[src/core/sblp_pkg.sv]
// constants, register map and state types of the serial boot loader port
// assumes a 20 MHz core clock and a 32-bit AHB-Lite register bus
package sblp_pkg;

    // timing
    localparam int unsigned CORE_PERIOD_NS    = 50;
    localparam int unsigned SCLK_PERIOD_NS    = 400;
    localparam int unsigned SCLK_HALF_CYC_INT = (SCLK_PERIOD_NS + 2 * CORE_PERIOD_NS - 1) / (2 * CORE_PERIOD_NS);
    localparam logic [2:0]  SCLK_HALF_LAST    = 3'(SCLK_HALF_CYC_INT - 1);
    localparam logic [2:0]  SCLK_SAMPLE_AT    = 3'h2;
    localparam logic [4:0]  CFG_SETTLE        = 5'h03;

    // boot transfer sizes
    localparam int unsigned KERNEL_INSTR_INT  = 256;
    localparam logic [8:0]  BOOT_DMA_WORDS    = 9'(KERNEL_INSTR_INT * 48 / 32);
    localparam logic [4:0]  WORD_LAST_BIT     = 5'h1F;
    localparam logic [31:0] READ_CMD_WORD     = 32'h000000C0;

    // boot configuration pin patterns
    localparam logic [2:0]  BOOT_SPI_SLAVE    = 3'h0;
    localparam logic [2:0]  BOOT_SPI_MASTER   = 3'h1;
    localparam logic [2:0]  BOOT_LINK0        = 3'h4;

    // register byte offsets
    localparam logic [7:0]  CTRL_OFS          = 8'h00;
    localparam logic [7:0]  STAT_OFS          = 8'h04;
    localparam logic [7:0]  RXBUF_OFS         = 8'h08;

    // control register fields
    localparam int          CTRL_EN_BIT       = 0;
    localparam int          CTRL_MS_BIT       = 1;
    localparam int          CTRL_HIGH_BIT_FIRST_SELECT_BIT     = 2;
    localparam int          CTRL_WL_LO        = 3;
    localparam int          CTRL_WL_HI        = 4;
    localparam int          CTRL_SLAVE_OUTPUT_DISABLE_BIT    = 5;
    localparam int          CTRL_SEND_ZERO_OR_LAST_SELECT_BIT    = 6;
    localparam int          CTRL_RCV_BIT      = 7;
    localparam int          CTRL_CLOCK_POLARITY_BIT_BIT    = 8;
    localparam int          CTRL_CLOCK_PHASE_BIT_BIT   = 9;
    localparam logic        CTRL_HIGH_BIT_FIRST_SELECT_RST     = 1'b0;
    localparam logic [1:0]  CTRL_WL_RST       = 2'h2;

    // status register fields
    localparam int          STAT_MODE_LO      = 0;
    localparam int          STAT_BUSY_BIT     = 3;
    localparam int          STAT_DONE_BIT     = 4;
    localparam int          STAT_ERR_BIT      = 5;
    localparam int          STAT_LINK_BIT     = 6;
    localparam int          STAT_CNT_LO       = 16;

    typedef enum logic [3:0] {
        ST_CFG,
        ST_SL_WAITHI,
        ST_SL_WAITLO,
        ST_SL_RX,
        ST_MS_RUN,
        ST_DONE,
        ST_LINK,
        ST_ERR,
        ST_IDLE
    } sblp_fsm_t;

    typedef struct packed {
        sblp_fsm_t   state;
        logic [2:0]  mode;
        logic [31:0] shreg;
        logic [31:0] txreg;
        logic [4:0]  bitcnt;
        logic [8:0]  dma_cnt;
        logic [8:0]  dma_addr;
        logic        discard;
        logic        begun;
        logic        sclk_prev;
        logic        sclk_o;
        logic        sclk_oe_n;
        logic [2:0]  hcnt;
        logic        flag_n;
        logic        mosi_o;
        logic        mosi_oe_n;
        logic        miso_o;
        logic        miso_oe_n;
        logic        mem_we;
        logic [8:0]  mem_addr;
        logic [31:0] mem_wdata;
        logic [31:0] rx_buf;
        logic        run;
        logic [23:0] pc;
        logic        link;
        logic        err;
        logic        high_bit_first_select;
        logic [1:0]  wl;
        logic        a_wr;
        logic [7:0]  a_addr;
        logic [31:0] hrdata;
        logic        hready;
        logic        hresp;
    } sblp_state_t;

    localparam sblp_state_t STATE_RST = '{
        state     : ST_CFG,
        sclk_prev : 1'b1,
        sclk_o    : 1'b1,
        sclk_oe_n : 1'b1,
        flag_n    : 1'b1,
        mosi_oe_n : 1'b1,
        miso_oe_n : 1'b1,
        high_bit_first_select      : CTRL_HIGH_BIT_FIRST_SELECT_RST,
        wl        : CTRL_WL_RST,
        hready    : 1'b1,
        default   : '0
    };

endpackage

[src/core/sblp_sync2.sv]
// two-flop synchroniser for a group of levels
// assumes the inputs are unrelated to the clock; reset forces RST_VAL
`timescale 1ns/1ps
module sblp_sync2 #(
    parameter int          W       = 1,
    parameter logic [W-1:0] RST_VAL = '0
) (
    // clock and reset
    input  wire logic         clk_i,
    input  wire logic         rst_n_i,
    // levels
    input  wire logic [W-1:0] d_i,
    output logic      [W-1:0] q_o
);

    logic [W-1:0] meta_r;

    always_ff @(posedge clk_i or negedge rst_n_i)
    begin
        if (!rst_n_i)
        begin
            meta_r <= RST_VAL;
            q_o    <= RST_VAL;
        end
        else
        begin
            meta_r <= d_i;
            q_o    <= meta_r;
        end
    end

endmodule // sblp_sync2

[src/core/sblp_boot_port.sv]
// serial boot loader port: loads the boot kernel over the serial port after reset
// assumes boot pins static around reset; kernel memory sits behind the MEM_* write port
// How it works
// - kernel load is one 384-word DMA
// - receive word size always 32 bits
// - narrow data packed into words LSB first
// - select held low, bits without gaps
// - slave DMA preloaded with 384 words
// - slave boot defaults in control register
// - clock idles high, toggles at bit start
// - master boot: drive clock, flag select low
// - master sends read 0x03, zero address
// - opcode shifted LSB first, one word
// - first boot bit sampled on cycle 32
// - first received word discarded by hardware in master boot only
// - master boot same for any slave
// - bit order resets to LSB first
// - patterns 000 slave, 001 master boot
`timescale 1ns/1ps
module sblp_boot_port
    import sblp_pkg::*;
#(
    parameter logic [23:0] KERNEL_ENTRY = 24'h000004
) (
    // clock and reset
    input  wire logic        CORE_CLK_I,
    input  wire logic        RESET_N_I,
    // boot configuration pins
    input  wire logic [2:0]  BOOT_CFG_I,
    // serial pins
    input  wire logic        SCLK_I,
    output logic             SCLK_O,
    output logic             SCLK_OE_N_O,
    input  wire logic        MOSI_I,
    output logic             MOSI_O,
    output logic             MOSI_OE_N_O,
    input  wire logic        MISO_I,
    output logic             MISO_O,
    output logic             MISO_OE_N_O,
    input  wire logic        DEVSEL_N_I,
    output logic             FLAG_SEL_N_O,
    // kernel memory write port
    output logic             MEM_WE_O,
    output logic [8:0]       MEM_ADDR_O,
    output logic [31:0]      MEM_WDATA_O,
    // core start
    output logic             KERNEL_RUN_O,
    output logic [23:0]      KERNEL_PC_O,
    output logic             LINK_BOOT_O,
    // AHB-Lite slave
    input  wire logic        HSEL_I,
    input  wire logic [31:0] HADDR_I,
    input  wire logic [1:0]  HTRANS_I,
    input  wire logic        HWRITE_I,
    input  wire logic [2:0]  HSIZE_I,
    input  wire logic [31:0] HWDATA_I,
    input  wire logic        HREADY_I,
    output logic [31:0]      HRDATA_O,
    output logic             HREADYOUT_O,
    output logic             HRESP_O
);

    sblp_state_t s;
    sblp_state_t n;
    logic        rst_n;
    logic [2:0]  cfg_s;
    logic [3:0]  pins_s;
    logic        devsel_s;
    logic        sclk_s;
    logic        mosi_s;
    logic        miso_s;
    logic        got_bit;
    logic        bit_val;
    logic        rx_rise;
    logic [31:0] shifted;

    // reset release and pin synchronisers
    sblp_sync2 #(.W(1), .RST_VAL(1'b0)) u_rst_sync (
        .clk_i   (CORE_CLK_I),
        .rst_n_i (RESET_N_I),
        .d_i     (1'b1),
        .q_o     (rst_n)
    );

    // boot pins are caught after release, once the synchroniser has settled
    sblp_sync2 #(.W(3), .RST_VAL(3'h0)) u_cfg_sync (
        .clk_i   (CORE_CLK_I),
        .rst_n_i (rst_n),
        .d_i     (BOOT_CFG_I),
        .q_o     (cfg_s)
    );

    // clock and data share one latency, so sampled data stays aligned to edges
    sblp_sync2 #(.W(4), .RST_VAL(4'hC)) u_pin_sync (
        .clk_i   (CORE_CLK_I),
        .rst_n_i (rst_n),
        .d_i     ({DEVSEL_N_I, SCLK_I, MOSI_I, MISO_I}),
        .q_o     (pins_s)
    );

    assign devsel_s = pins_s[3];
    assign sclk_s   = pins_s[2];
    assign mosi_s   = pins_s[1];
    assign miso_s   = pins_s[0];

    // word packing follows the bit-order control
    function automatic logic [31:0] shift_in(input logic [31:0] r, input logic b, input logic hi_first);
        return hi_first ? {r[30:0], b} : {b, r[31:1]};
    endfunction

    // upper address bits are not decoded, the map aliases every 256 bytes
    function automatic logic [31:0] rd_word(input logic [7:0] a, input sblp_state_t t);
        logic [31:0] w;
        w = 32'h00000000;
        case (a)
            CTRL_OFS:
            begin
                w[CTRL_EN_BIT]                = 1'b1;
                w[CTRL_MS_BIT]                = (t.mode == BOOT_SPI_MASTER);
                w[CTRL_HIGH_BIT_FIRST_SELECT_BIT]              = t.high_bit_first_select;
                w[CTRL_WL_HI:CTRL_WL_LO]      = t.wl;
                w[CTRL_SLAVE_OUTPUT_DISABLE_BIT]             = t.miso_oe_n;
                w[CTRL_SEND_ZERO_OR_LAST_SELECT_BIT]             = 1'b0;
                w[CTRL_RCV_BIT]               = 1'b1;
                w[CTRL_CLOCK_POLARITY_BIT_BIT]             = 1'b1;
                w[CTRL_CLOCK_PHASE_BIT_BIT]            = 1'b1;
            end
            STAT_OFS:
            begin
                w[STAT_MODE_LO +: 3]          = t.mode;
                w[STAT_BUSY_BIT]              = (t.state == ST_SL_RX) || (t.state == ST_MS_RUN);
                w[STAT_DONE_BIT]              = t.run;
                w[STAT_ERR_BIT]               = t.err;
                w[STAT_LINK_BIT]              = t.link;
                w[STAT_CNT_LO +: 9]           = t.dma_cnt;
            end
            RXBUF_OFS:
            begin
                w = t.rx_buf;
            end
            default:
            begin
                w = 32'h00000000;
            end
        endcase
        return w;
    endfunction

    always_comb
    begin
        n       = s;
        got_bit = 1'b0;
        bit_val = 1'b0;
        rx_rise = sclk_s & ~s.sclk_prev;
        n.mem_we    = 1'b0;
        n.sclk_prev = sclk_s;

        // data phase of a write; the word length field is kept but never shortens a word
        if (s.a_wr && (s.a_addr == CTRL_OFS))
        begin
            n.high_bit_first_select = HWDATA_I[CTRL_HIGH_BIT_FIRST_SELECT_BIT];
            n.wl   = HWDATA_I[CTRL_WL_HI:CTRL_WL_LO];
        end
        n.a_wr   = HSEL_I & HTRANS_I[1] & HREADY_I & HWRITE_I;
        n.a_addr = HADDR_I[7:0];

        case (s.state)
            ST_CFG:
            begin
                n.bitcnt = s.bitcnt + 5'h01;
                if (s.bitcnt == CFG_SETTLE)
                begin
                    n.bitcnt   = 5'h00;
                    n.mode     = cfg_s;
                    n.dma_cnt  = BOOT_DMA_WORDS;
                    n.dma_addr = 9'h000;
                    case (cfg_s)
                        BOOT_SPI_SLAVE:
                        begin
                            n.state = ST_SL_WAITHI;
                        end
                        BOOT_SPI_MASTER:
                        begin
                            n.state     = ST_MS_RUN;
                            n.flag_n    = 1'b0;
                            n.sclk_oe_n = 1'b0;
                            n.mosi_oe_n = 1'b0;
                            n.sclk_o    = 1'b1;
                            n.hcnt      = 3'h0;
                            n.txreg     = READ_CMD_WORD;
                            n.discard   = 1'b1;
                        end
                        BOOT_LINK0:
                        begin
                            n.state = ST_LINK;
                            n.link  = 1'b1;
                        end
                        default:
                        begin
                            n.state = ST_IDLE;
                        end
                    endcase
                end
            end
            ST_SL_WAITHI:
            begin
                // a select tied low never produces the edge, so boot waits here
                if (devsel_s)
                begin
                    n.state = ST_SL_WAITLO;
                end
            end
            ST_SL_WAITLO:
            begin
                if (!devsel_s)
                begin
                    n.state  = ST_SL_RX;
                    n.bitcnt = 5'h00;
                end
            end
            ST_SL_RX:
            begin
                if (devsel_s)
                begin
                    n.state = ST_ERR;
                    n.err   = 1'b1;
                end
                else if (rx_rise)
                begin
                    got_bit = 1'b1;
                    bit_val = mosi_s;
                end
            end
            ST_MS_RUN:
            begin
                // no address width or device type is assumed past the fixed command word
                n.hcnt = s.hcnt + 3'h1;
                if (s.hcnt == SCLK_HALF_LAST)
                begin
                    n.hcnt   = 3'h0;
                    n.sclk_o = ~s.sclk_o;
                    if (s.sclk_o)
                    begin
                        n.begun  = 1'b1;
                        n.mosi_o = s.high_bit_first_select ? s.txreg[31] : s.txreg[0];
                        n.txreg  = s.high_bit_first_select ? {s.txreg[30:0], 1'b0} : {1'b0, s.txreg[31:1]};
                    end
                end
                else if (s.sclk_o && s.begun && (s.hcnt == SCLK_SAMPLE_AT))
                begin
                    got_bit = 1'b1;
                    bit_val = miso_s;
                end
            end
            ST_DONE, ST_LINK, ST_ERR, ST_IDLE:
            begin
                n.state = s.state;
            end
            default:
            begin
                n.state = ST_IDLE;
            end
        endcase

        shifted = shift_in(s.shreg, bit_val, s.high_bit_first_select);
        if (got_bit)
        begin
            n.shreg  = shifted;
            n.bitcnt = s.bitcnt + 5'h01;
            if (s.bitcnt == WORD_LAST_BIT)
            begin
                if (s.discard)
                begin
                    n.discard = 1'b0;
                end
                else
                begin
                    n.mem_we    = 1'b1;
                    n.mem_addr  = s.dma_addr;
                    n.mem_wdata = shifted;
                    n.rx_buf    = shifted;
                    n.dma_addr  = s.dma_addr + 9'h001;
                    n.dma_cnt   = s.dma_cnt - 9'h001;
                    if (s.dma_cnt == 9'h001)
                    begin
                        n.state     = ST_DONE;
                        n.run       = 1'b1;
                        n.pc        = KERNEL_ENTRY;
                        n.flag_n    = 1'b1;
                        n.sclk_o    = 1'b1;
                        n.sclk_oe_n = 1'b1;
                        n.mosi_oe_n = 1'b1;
                    end
                end
            end
        end

        // read data is formed from the next state so a write just before is seen
        if (HSEL_I && HTRANS_I[1] && HREADY_I && !HWRITE_I)
        begin
            n.hrdata = rd_word(HADDR_I[7:0], n);
        end
    end

    always_ff @(posedge CORE_CLK_I or negedge rst_n)
    begin
        if (!rst_n)
        begin
            s <= STATE_RST;
        end
        else
        begin
            s <= n;
        end
    end

    assign SCLK_O       = s.sclk_o;
    assign SCLK_OE_N_O  = s.sclk_oe_n;
    assign MOSI_O       = s.mosi_o;
    assign MOSI_OE_N_O  = s.mosi_oe_n;
    assign MISO_O       = s.miso_o;
    assign MISO_OE_N_O  = s.miso_oe_n;
    assign FLAG_SEL_N_O = s.flag_n;
    assign MEM_WE_O     = s.mem_we;
    assign MEM_ADDR_O   = s.mem_addr;
    assign MEM_WDATA_O  = s.mem_wdata;
    assign KERNEL_RUN_O = s.run;
    assign KERNEL_PC_O  = s.pc;
    assign LINK_BOOT_O  = s.link;
    assign HRDATA_O     = s.hrdata;
    assign HREADYOUT_O  = s.hready;
    assign HRESP_O      = s.hresp;
endmodule // sblp_boot_port

[config.mk]
export PLATFORM = sky130hd
export DESIGN_NAME = sblp_boot_port
export DESIGN_NICKNAME = d
export VERILOG_FILES = /design/src/core/sblp_pkg.sv /design/src/core/sblp_sync2.sv /design/src/core/sblp_boot_port.sv
export SDC_FILE = /design/constraint.sdc
export NUM_CORES = 1
export LEC_CHECK = 0
export ABC_AREA = 1
export BUFFER_PORTS_ARGS = -buffer_cell sky130_fd_sc_hd__buf_4
export CORE_MARGIN = 8
export CORE_UTILIZATION = 45
export DETAILED_ROUTE_END_ITERATION = 8
export PLACE_DENSITY = 0.66
export RECOVER_POWER = 50
export SLEW_MARGIN = 25
export SYNTH_ARGS = -nofsm -noshare
export SYNTH_HDL_FRONTEND = slang
export SYNTH_SLANG_ARGS = --single-unit
[constraint.sdc]
create_clock -name CORE_CLK_I -period 9.19 [get_ports CORE_CLK_I]
set_input_delay 0 -clock CORE_CLK_I [delete_from_list [all_inputs] [get_ports CORE_CLK_I]]
set_output_delay 0 -clock CORE_CLK_I [all_outputs]
set_load 0.05 [all_outputs]
==> results of run 1 <==
## power groups by stage
stage	Combinational (mW)	Clock, mW	Sequential (mW)
after floorplan	0.199	0	1.26
after global placement	0.264	0	1.25
after detailed placement	0.274	0	1.25
after CTS	0.283	1.13	1.23
after global routing	0.317	1.18	1.25
final	0.275	1.10	1.23
## layout make-up
cell class / count / share of cell area (%)
Timing Repair Buffer: 136 / 6.08
Antenna cell: 1 / 0.0202
Clock buffer: 34 / 5.88
Clock inverter: 13 / 1.45
Inverter: 140 / 4.23
Multi-Input combinational cell: 766 / 29.9
Sequential cell: 243 / 49.1
Tap cell: 330 / 3.32
## flip-flops by register name (all words and copies together) (netlist names), 3 cells and up
| name | cells |
|---|---|
| HRDATA_O | 32 |
| MEM_ADDR_O | 9 |
| MEM_WDATA_O | 32 |
| s | 145 |
| u_cfg_sync.meta_r | 3 |
| u_cfg_sync.q_o | 3 |
| u_pin_sync.meta_r | 4 |
| u_pin_sync.q_o | 4 |
## per-stage QoR
stage                     instances  hold slack (ns)
after floorplan                1305           -0.296
final                          1663            0.140
after detailed placement       1590           -0.215
after global routing           1662            0.140
after global placement         1590           -0.216
after CTS                      1661            0.105
## routing by layer
layer / GRT usage (%) / up-vias
li1: - / 4064
met1: 21.9 / 3905
met2: 25.3 / 129
met3: 2.84 / 26
met4: 3.21 / 0
met5: 0 / -
## final timing paths
check,startpoint,end,slack [ns],cells past startpoint
min in group asynchronous,RESET_N_I,u_rst_sync.q_o,0.36,3
max,u_rst_sync.q_o,s[73],4.00,2
max reg2reg,u_rst_sync.q_o,s[73],4.00,2
max in group CORE_CLK_I,s[253],HRDATA_O[5],5.60,12
min reg2reg,u_pin_sync.meta_r[1],u_pin_sync.q_o[1],0.34,0
min,BOOT_CFG_I[0],u_cfg_sync.meta_r[0],0.14,2
## critical path: cells and delay by family, from the launching register on
| kind | cells | cell delay (ns) |
|---|---|---|
| buffers and inverters | 2 | 2.97 |
| flip-flops | 1 | 1.61 |
## cell usage in the layout (no fill, tap or decap), types with 9 or more instances in the layout
| master | count |
|---|---|
| a21oi_1 | 11 |
| a22o_1 | 12 |
| a22oi_1 | 11 |
| clkbuf_1 | 92 |
| clkbuf_16 | 26 |
| clkbuf_4 | 13 |
| conb_1 | 28 |
| dfrtp_1 | 232 |
| dfstp_2 | 9 |
| dlygate4sd3_1 | 24 |
| inv_1 | 134 |
| nand2_1 | 357 |
| nand3_1 | 64 |
| nor2_1 | 42 |
| nor3_1 | 9 |
| o2111ai_1 | 27 |
| o21ai_0 | 124 |
| o21ai_1 | 16 |
## logic make-up after synthesis
group                      share of synthesized area (%)
buffers and inverters                               14.0
other                                             0.0666
and+or+nand+nor                                     19.0
AOI/OAI and AO/OA                                   11.7
xor gates and xnor gates                           0.311
DFF                                                 54.0
adders and majority gates                          0.888
## repair_timing
| item | CTS | global route |
|---|---|---|
| buffers inserted | 0 | 0 |
| hold buffers | 24 | 0 |
| endpoints found under the hold margin | 27 | 0 |
==> results.sh, run 1 <==
export IMPL_wl_per_cell_um=14.3
export IMPL_antenna_left=0
export IMPL_post_synth_top_count_cell="nand2_1"
export IMPL_overflow=0
export IMPL_fin_nets=1402
export IMPL_viasPerCell=4.89
export IMPL_fillers=2375
export IMPL_seqPwrFrac_pct=47.2
export IMPL_crit_path_max_incr_delay_ns=2.14
export IMPL_seqCellArea_sq_um=6090
export IMPL_drt_met1_wl_um=11200
export IMPL_grt_antenna_before_repair=0
export IMPL_setup_viol=0
export IMPL_fin_tns_setup_ns=0
export IMPL_clock_sinks=243
export IMPL_tritoncts="done"
export IMPL_area_growth_pct=10.1
export IMPL_multi_input_area_sq_um=3720
export IMPL_grt_max_degree=124
export IMPL_violations="max-capacitance violations, max-slew violations"
export IMPL_place_gp_congestion=0.827
export IMPL_hold_viol=0
export IMPL_crit_path_cell_trace="clkbuf_1 -> clkbuf_1"
export IMPL_cts_root_buf="clkbuf_16"
export IMPL_startpoint_type="flip-flop"
export IMPL_critPathCaptureType="asynchronous set/reset pin"
export IMPL_finalCriticalPeriod_ns=5.19
export IMPL_cts_buffer_depth=3
export IMPL_crit_slowest_cell="clkbuf_1"
export IMPL_max_freq_mhz=193
export IMPL_finish_instance_area_sq_um=12400
export IMPL_fin_skew_ns=0.0199
export IMPL_dr_total_vias=8124
export IMPL_netlist_top_cell_by_area="dfrtp_1"
export IMPL_post_cts_resize_count=0
export IMPL_cp_arrival_ns=5.18
export IMPL_die_y_um=174
export IMPL_p_per_area_nw_per_um2=211
export IMPL_layout_setup_ws_ns=4.00
export IMPL_yosys_warnings=0
export IMPL_slew_viol_final=151
export IMPL_synth_edf_count=0
export IMPL_grt_pass1_wl_um=40600
export IMPL_synth_area_leaders="dfrtp_1 52%, nand2_1 12%, buf_4 6.9%, o21ai_0 5.5%, inv_1 4.5%"
export IMPL_routed_wl_um=23700
export IMPL_status="finished with violations"
export IMPL_ys_seq_elements=243
export IMPL_clockPowerShare_pct=42.2
export IMPL_drt_iter0_drc=706
export IMPL_num_io_pins=190
export IMPL_synth_cell_types=42
export IMPL_cp_required_ns=9.18
export IMPL_portBuffers=105
export IMPL_htreeDepth=1
export IMPL_hold_path_class="primary input to flip-flop"
export IMPL_combPwrFrac_pct=10.5
export IMPL_syn_instance_count=1279
export IMPL_tightest_slew_ns=2.93
export IMPL_p_int_mw=1.92
export IMPL_firstDrtPassIters=4
export IMPL_grt_pass1_vias=8003
export IMPL_die_x_um=174
export IMPL_clock_latency_ns=0.54
export IMPL_min_period_over_period_pct=56.5
export IMPL_dpl_cell_area_sq_um=11600
export IMPL_slew_headroom_pct=-95.0
export IMPL_cp_max_fo=56
export IMPL_synth_top_cell_area_share_pct=51.7
export IMPL_drcViolationCount=0
export IMPL_post_place_ws_ns=5.30
export IMPL_wl_met2_um=11100
export IMPL_synth_area_per_cell_sq_um=8.82
export IMPL_crit_top_cell="clkbuf_1"
export IMPL_die_area_sq_um=30400
export IMPL_wl_met3_um=1010
export IMPL_yosysSeqAreaShare_pct=54.0
export IMPL_ir_drop_v=0.000147
export IMPL_grt_total_usage_pct=15.7
export IMPL_power_leakage_nw=5.86
export IMPL_cts_made_buffers=26
export IMPL_sw_frac_of_total_pct=26.5
export IMPL_synth_top_flop_cell="dfrtp_1"
export IMPL_p_switching_mw=0.692
export IMPL_synth_common_cells="357 x nand2_1, 233 x dfrtp_1, 134 x inv_1, 124 x o21ai_0, 104 x buf_4"
export IMPL_ys_async_sr_fraction_pct=100
export IMPL_drive_gt1_share_pct=7.88
export IMPL_core_area_sq_um=24900
export IMPL_path_clk_slew_ns=0.06
export IMPL_dpl_hpwl_um=15800
export IMPL_rsz0062_at_grt="false"
export IMPL_drv_cap=3
export IMPL_post_route_util_pct=49.9
export IMPL_top_layer="met4"
export IMPL_critical_path_class="flip-flop to asynchronous set/reset pin"
export IMPL_initial_core_util_pct=45.3
export IMPL_finalPower_mw=2.61
export IMPL_row_count=58
export IMPL_syn_cell_area_sq_um=11300
(Power assumes the default switching activity.)
==> inputs of run 2 (changes only) <==
==> constraint.sdc (replaced) <==
create_clock -name CORE_CLK_I -period 5.3 [get_ports CORE_CLK_I]
set_input_delay 0 -clock CORE_CLK_I [delete_from_list [all_inputs] [get_ports CORE_CLK_I]]
set_output_delay 0 -clock CORE_CLK_I [all_outputs]
set_load 0.05 [all_outputs]
==> run 2 against run 1 <==
Cell count hardly changed. The flow still finishes with violations (max-capacitance violations, max-slew violations). Critical path depth is 1 lower. Critical endpoint is now s[45]. Clock skew is 0.00098 ns higher. Largest power group unchanged. Utilization is 0.15 points lower. Worst hold slack better by 0.0017 ns. Sequential share of layout area is 0.14 points higher.
==> results.sh, run 2 (same netlist as run 1, synthesis figures left out) <==
export IMPL_grt_pass1_wl_um=40000
export IMPL_clock_sinks=243
export IMPL_die_area_sq_um=30400
export IMPL_layout_setup_ws_ns=1.71
export IMPL_post_route_util_pct=49.7
export IMPL_core_area_sq_um=24900
export IMPL_power_leakage_nw=5.86
export IMPL_crit_path_cell_trace="clkbuf_4"
export IMPL_cts_root_buf="clkbuf_16"
export IMPL_viasPerCell=4.87
export IMPL_rsz0062_at_grt="false"
export IMPL_drive_gt1_share_pct=8.18
export IMPL_area_growth_pct=9.80
export IMPL_routed_wl_um=23700
export IMPL_drcViolationCount=0
export IMPL_cp_arrival_ns=3.69
export IMPL_drv_cap=2
export IMPL_firstDrtPassIters=5
export IMPL_instances_no_fill=1662
export IMPL_crit_slowest_cell="clkbuf_4"
export IMPL_fin_skew_ns=0.0209
export IMPL_fin_nets=1402
export IMPL_place_gp_congestion=0.843
export IMPL_final_cell_mix="357 x nand2_1, 232 x dfrtp_1, 134 x inv_1, 124 x o21ai_0, 87 x clkbuf_1"
export IMPL_grt_antenna_before_repair=0
export IMPL_drt_iter0_drc=707
export IMPL_crit_path_max_incr_delay_ns=1.61
export IMPL_largest_reg_flops=145
export IMPL_critical_path_buf_inv_count=1
export IMPL_dpl_cell_area_sq_um=11600
export IMPL_dr_total_vias=8092
export IMPL_status="finished with violations"
export IMPL_tritoncts="done"
export IMPL_cp_required_ns=5.40
export IMPL_die_x_um=174
export IMPL_slew_viol_final=190
export IMPL_post_place_ws_ns=1.96
export IMPL_p_per_area_nw_per_um2=358
export IMPL_die_y_um=174
export IMPL_setup_viol=0
export IMPL_slew_headroom_pct=-30.7
export IMPL_regMostFlops="s"
export IMPL_diodes=0
export IMPL_cp_num_cells=1
export IMPL_path_clk_slew_ns=0.06
export IMPL_tightest_slew_ns=1.96
export IMPL_fillers=2417
export IMPL_startpoint_type="flip-flop"
export IMPL_hold_path_class="primary input to flip-flop"
export IMPL_hold_viol=0
export IMPL_critical_path_class="flip-flop to asynchronous set/reset pin"
export IMPL_ctsHoldBuffers=25
export IMPL_ir_drop_v=0.000223
export IMPL_critPathCaptureType="asynchronous set/reset pin"
export IMPL_post_cts_resize_count=0
export IMPL_dp_cells=1590
export IMPL_cts_made_buffers=26
export IMPL_grt_pass1_vias=8018
export IMPL_cp_max_fo=144
export IMPL_wl_per_cell_um=14.3
export IMPL_min_path_cells=2
export IMPL_min_period_over_period_pct=67.8
export IMPL_grt_max_degree=145
export IMPL_post_cts_buffers=0
export IMPL_htreeDepth=1
export IMPL_cp_top_family="buffers and inverters"
export IMPL_initial_core_util_pct=45.3
export IMPL_finalPower_mw=4.44
export IMPL_max_freq_mhz=278
export IMPL_portBuffers=105
export IMPL_overflow=0
export IMPL_hold_ws_ns=0.142
export IMPL_clock_latency_ns=0.53
export IMPL_fin_tns_setup_ns=0
export IMPL_reg2reg_depth=1
export IMPL_finish_instance_area_sq_um=12400
export IMPL_finalCriticalPeriod_ns=3.59
export IMPL_cts_buffer_depth=3
export IMPL_violations="max-capacitance violations, max-slew violations"
export IMPL_row_count=58
export IMPL_dpl_hpwl_um=15600
export IMPL_antenna_left=0
export IMPL_num_io_pins=190
export IMPL_grt_total_usage_pct=15.4
export IMPL_layout_commonest_cell="nand2_1"
-- run 2: cell count changes in the layout (fill, tap and decap cells not counted), sizes merged --
cell / before / now
clkbuf: 136 / 135
dlygate4sd3: 24 / 25
diode: 1 / 0
clkinv: 7 / 9
bufinv: 4 / 2
-- run 2: final timing paths --
check | start | endpoint | slack (ns)
min in group asynchronous | RESET_N_I | u_rst_sync.meta_r | 0.36
max in group CORE_CLK_I | s[250] | HRDATA_O[2] | 1.71
max reg2reg | u_rst_sync.q_o | s[45] | 1.71
min | SCLK_I | u_pin_sync.meta_r[2] | 0.14
min reg2reg | u_pin_sync.meta_r[0] | u_pin_sync.q_o[0] | 0.35
max | u_rst_sync.q_o | s[45] | 1.71
-- run 2: routing by layer --
layer	vias to the layer above	wire (um)	GRT usage [%]
met5	-	0	0
met4	0	474	3.60
met3	37	1120	2.56
met2	148	11000	24.9
met1	3851	11100	21.4
li1	4056	-	-
-- run 2: area by class of cell --
cell class,count,area [sq um],area share [%]
Sequential cell,243,6090,49.2
Multi-Input combinational cell,766,3710,30.0
Timing Repair Buffer,136,762,6.15
Clock buffer,34,741,5.98
Inverter,140,526,4.24
Tap cell,330,413,3.33
Clock inverter,13,131,1.06
-- run 2: power breakdown --
part | internal, mW | leakage (nW) | switching [mW]
logic | 0.140 | 2.69 | 0.337
clock network | 1.08 | 0.433 | 0.739
registers | 2.03 | 2.73 | 0.113
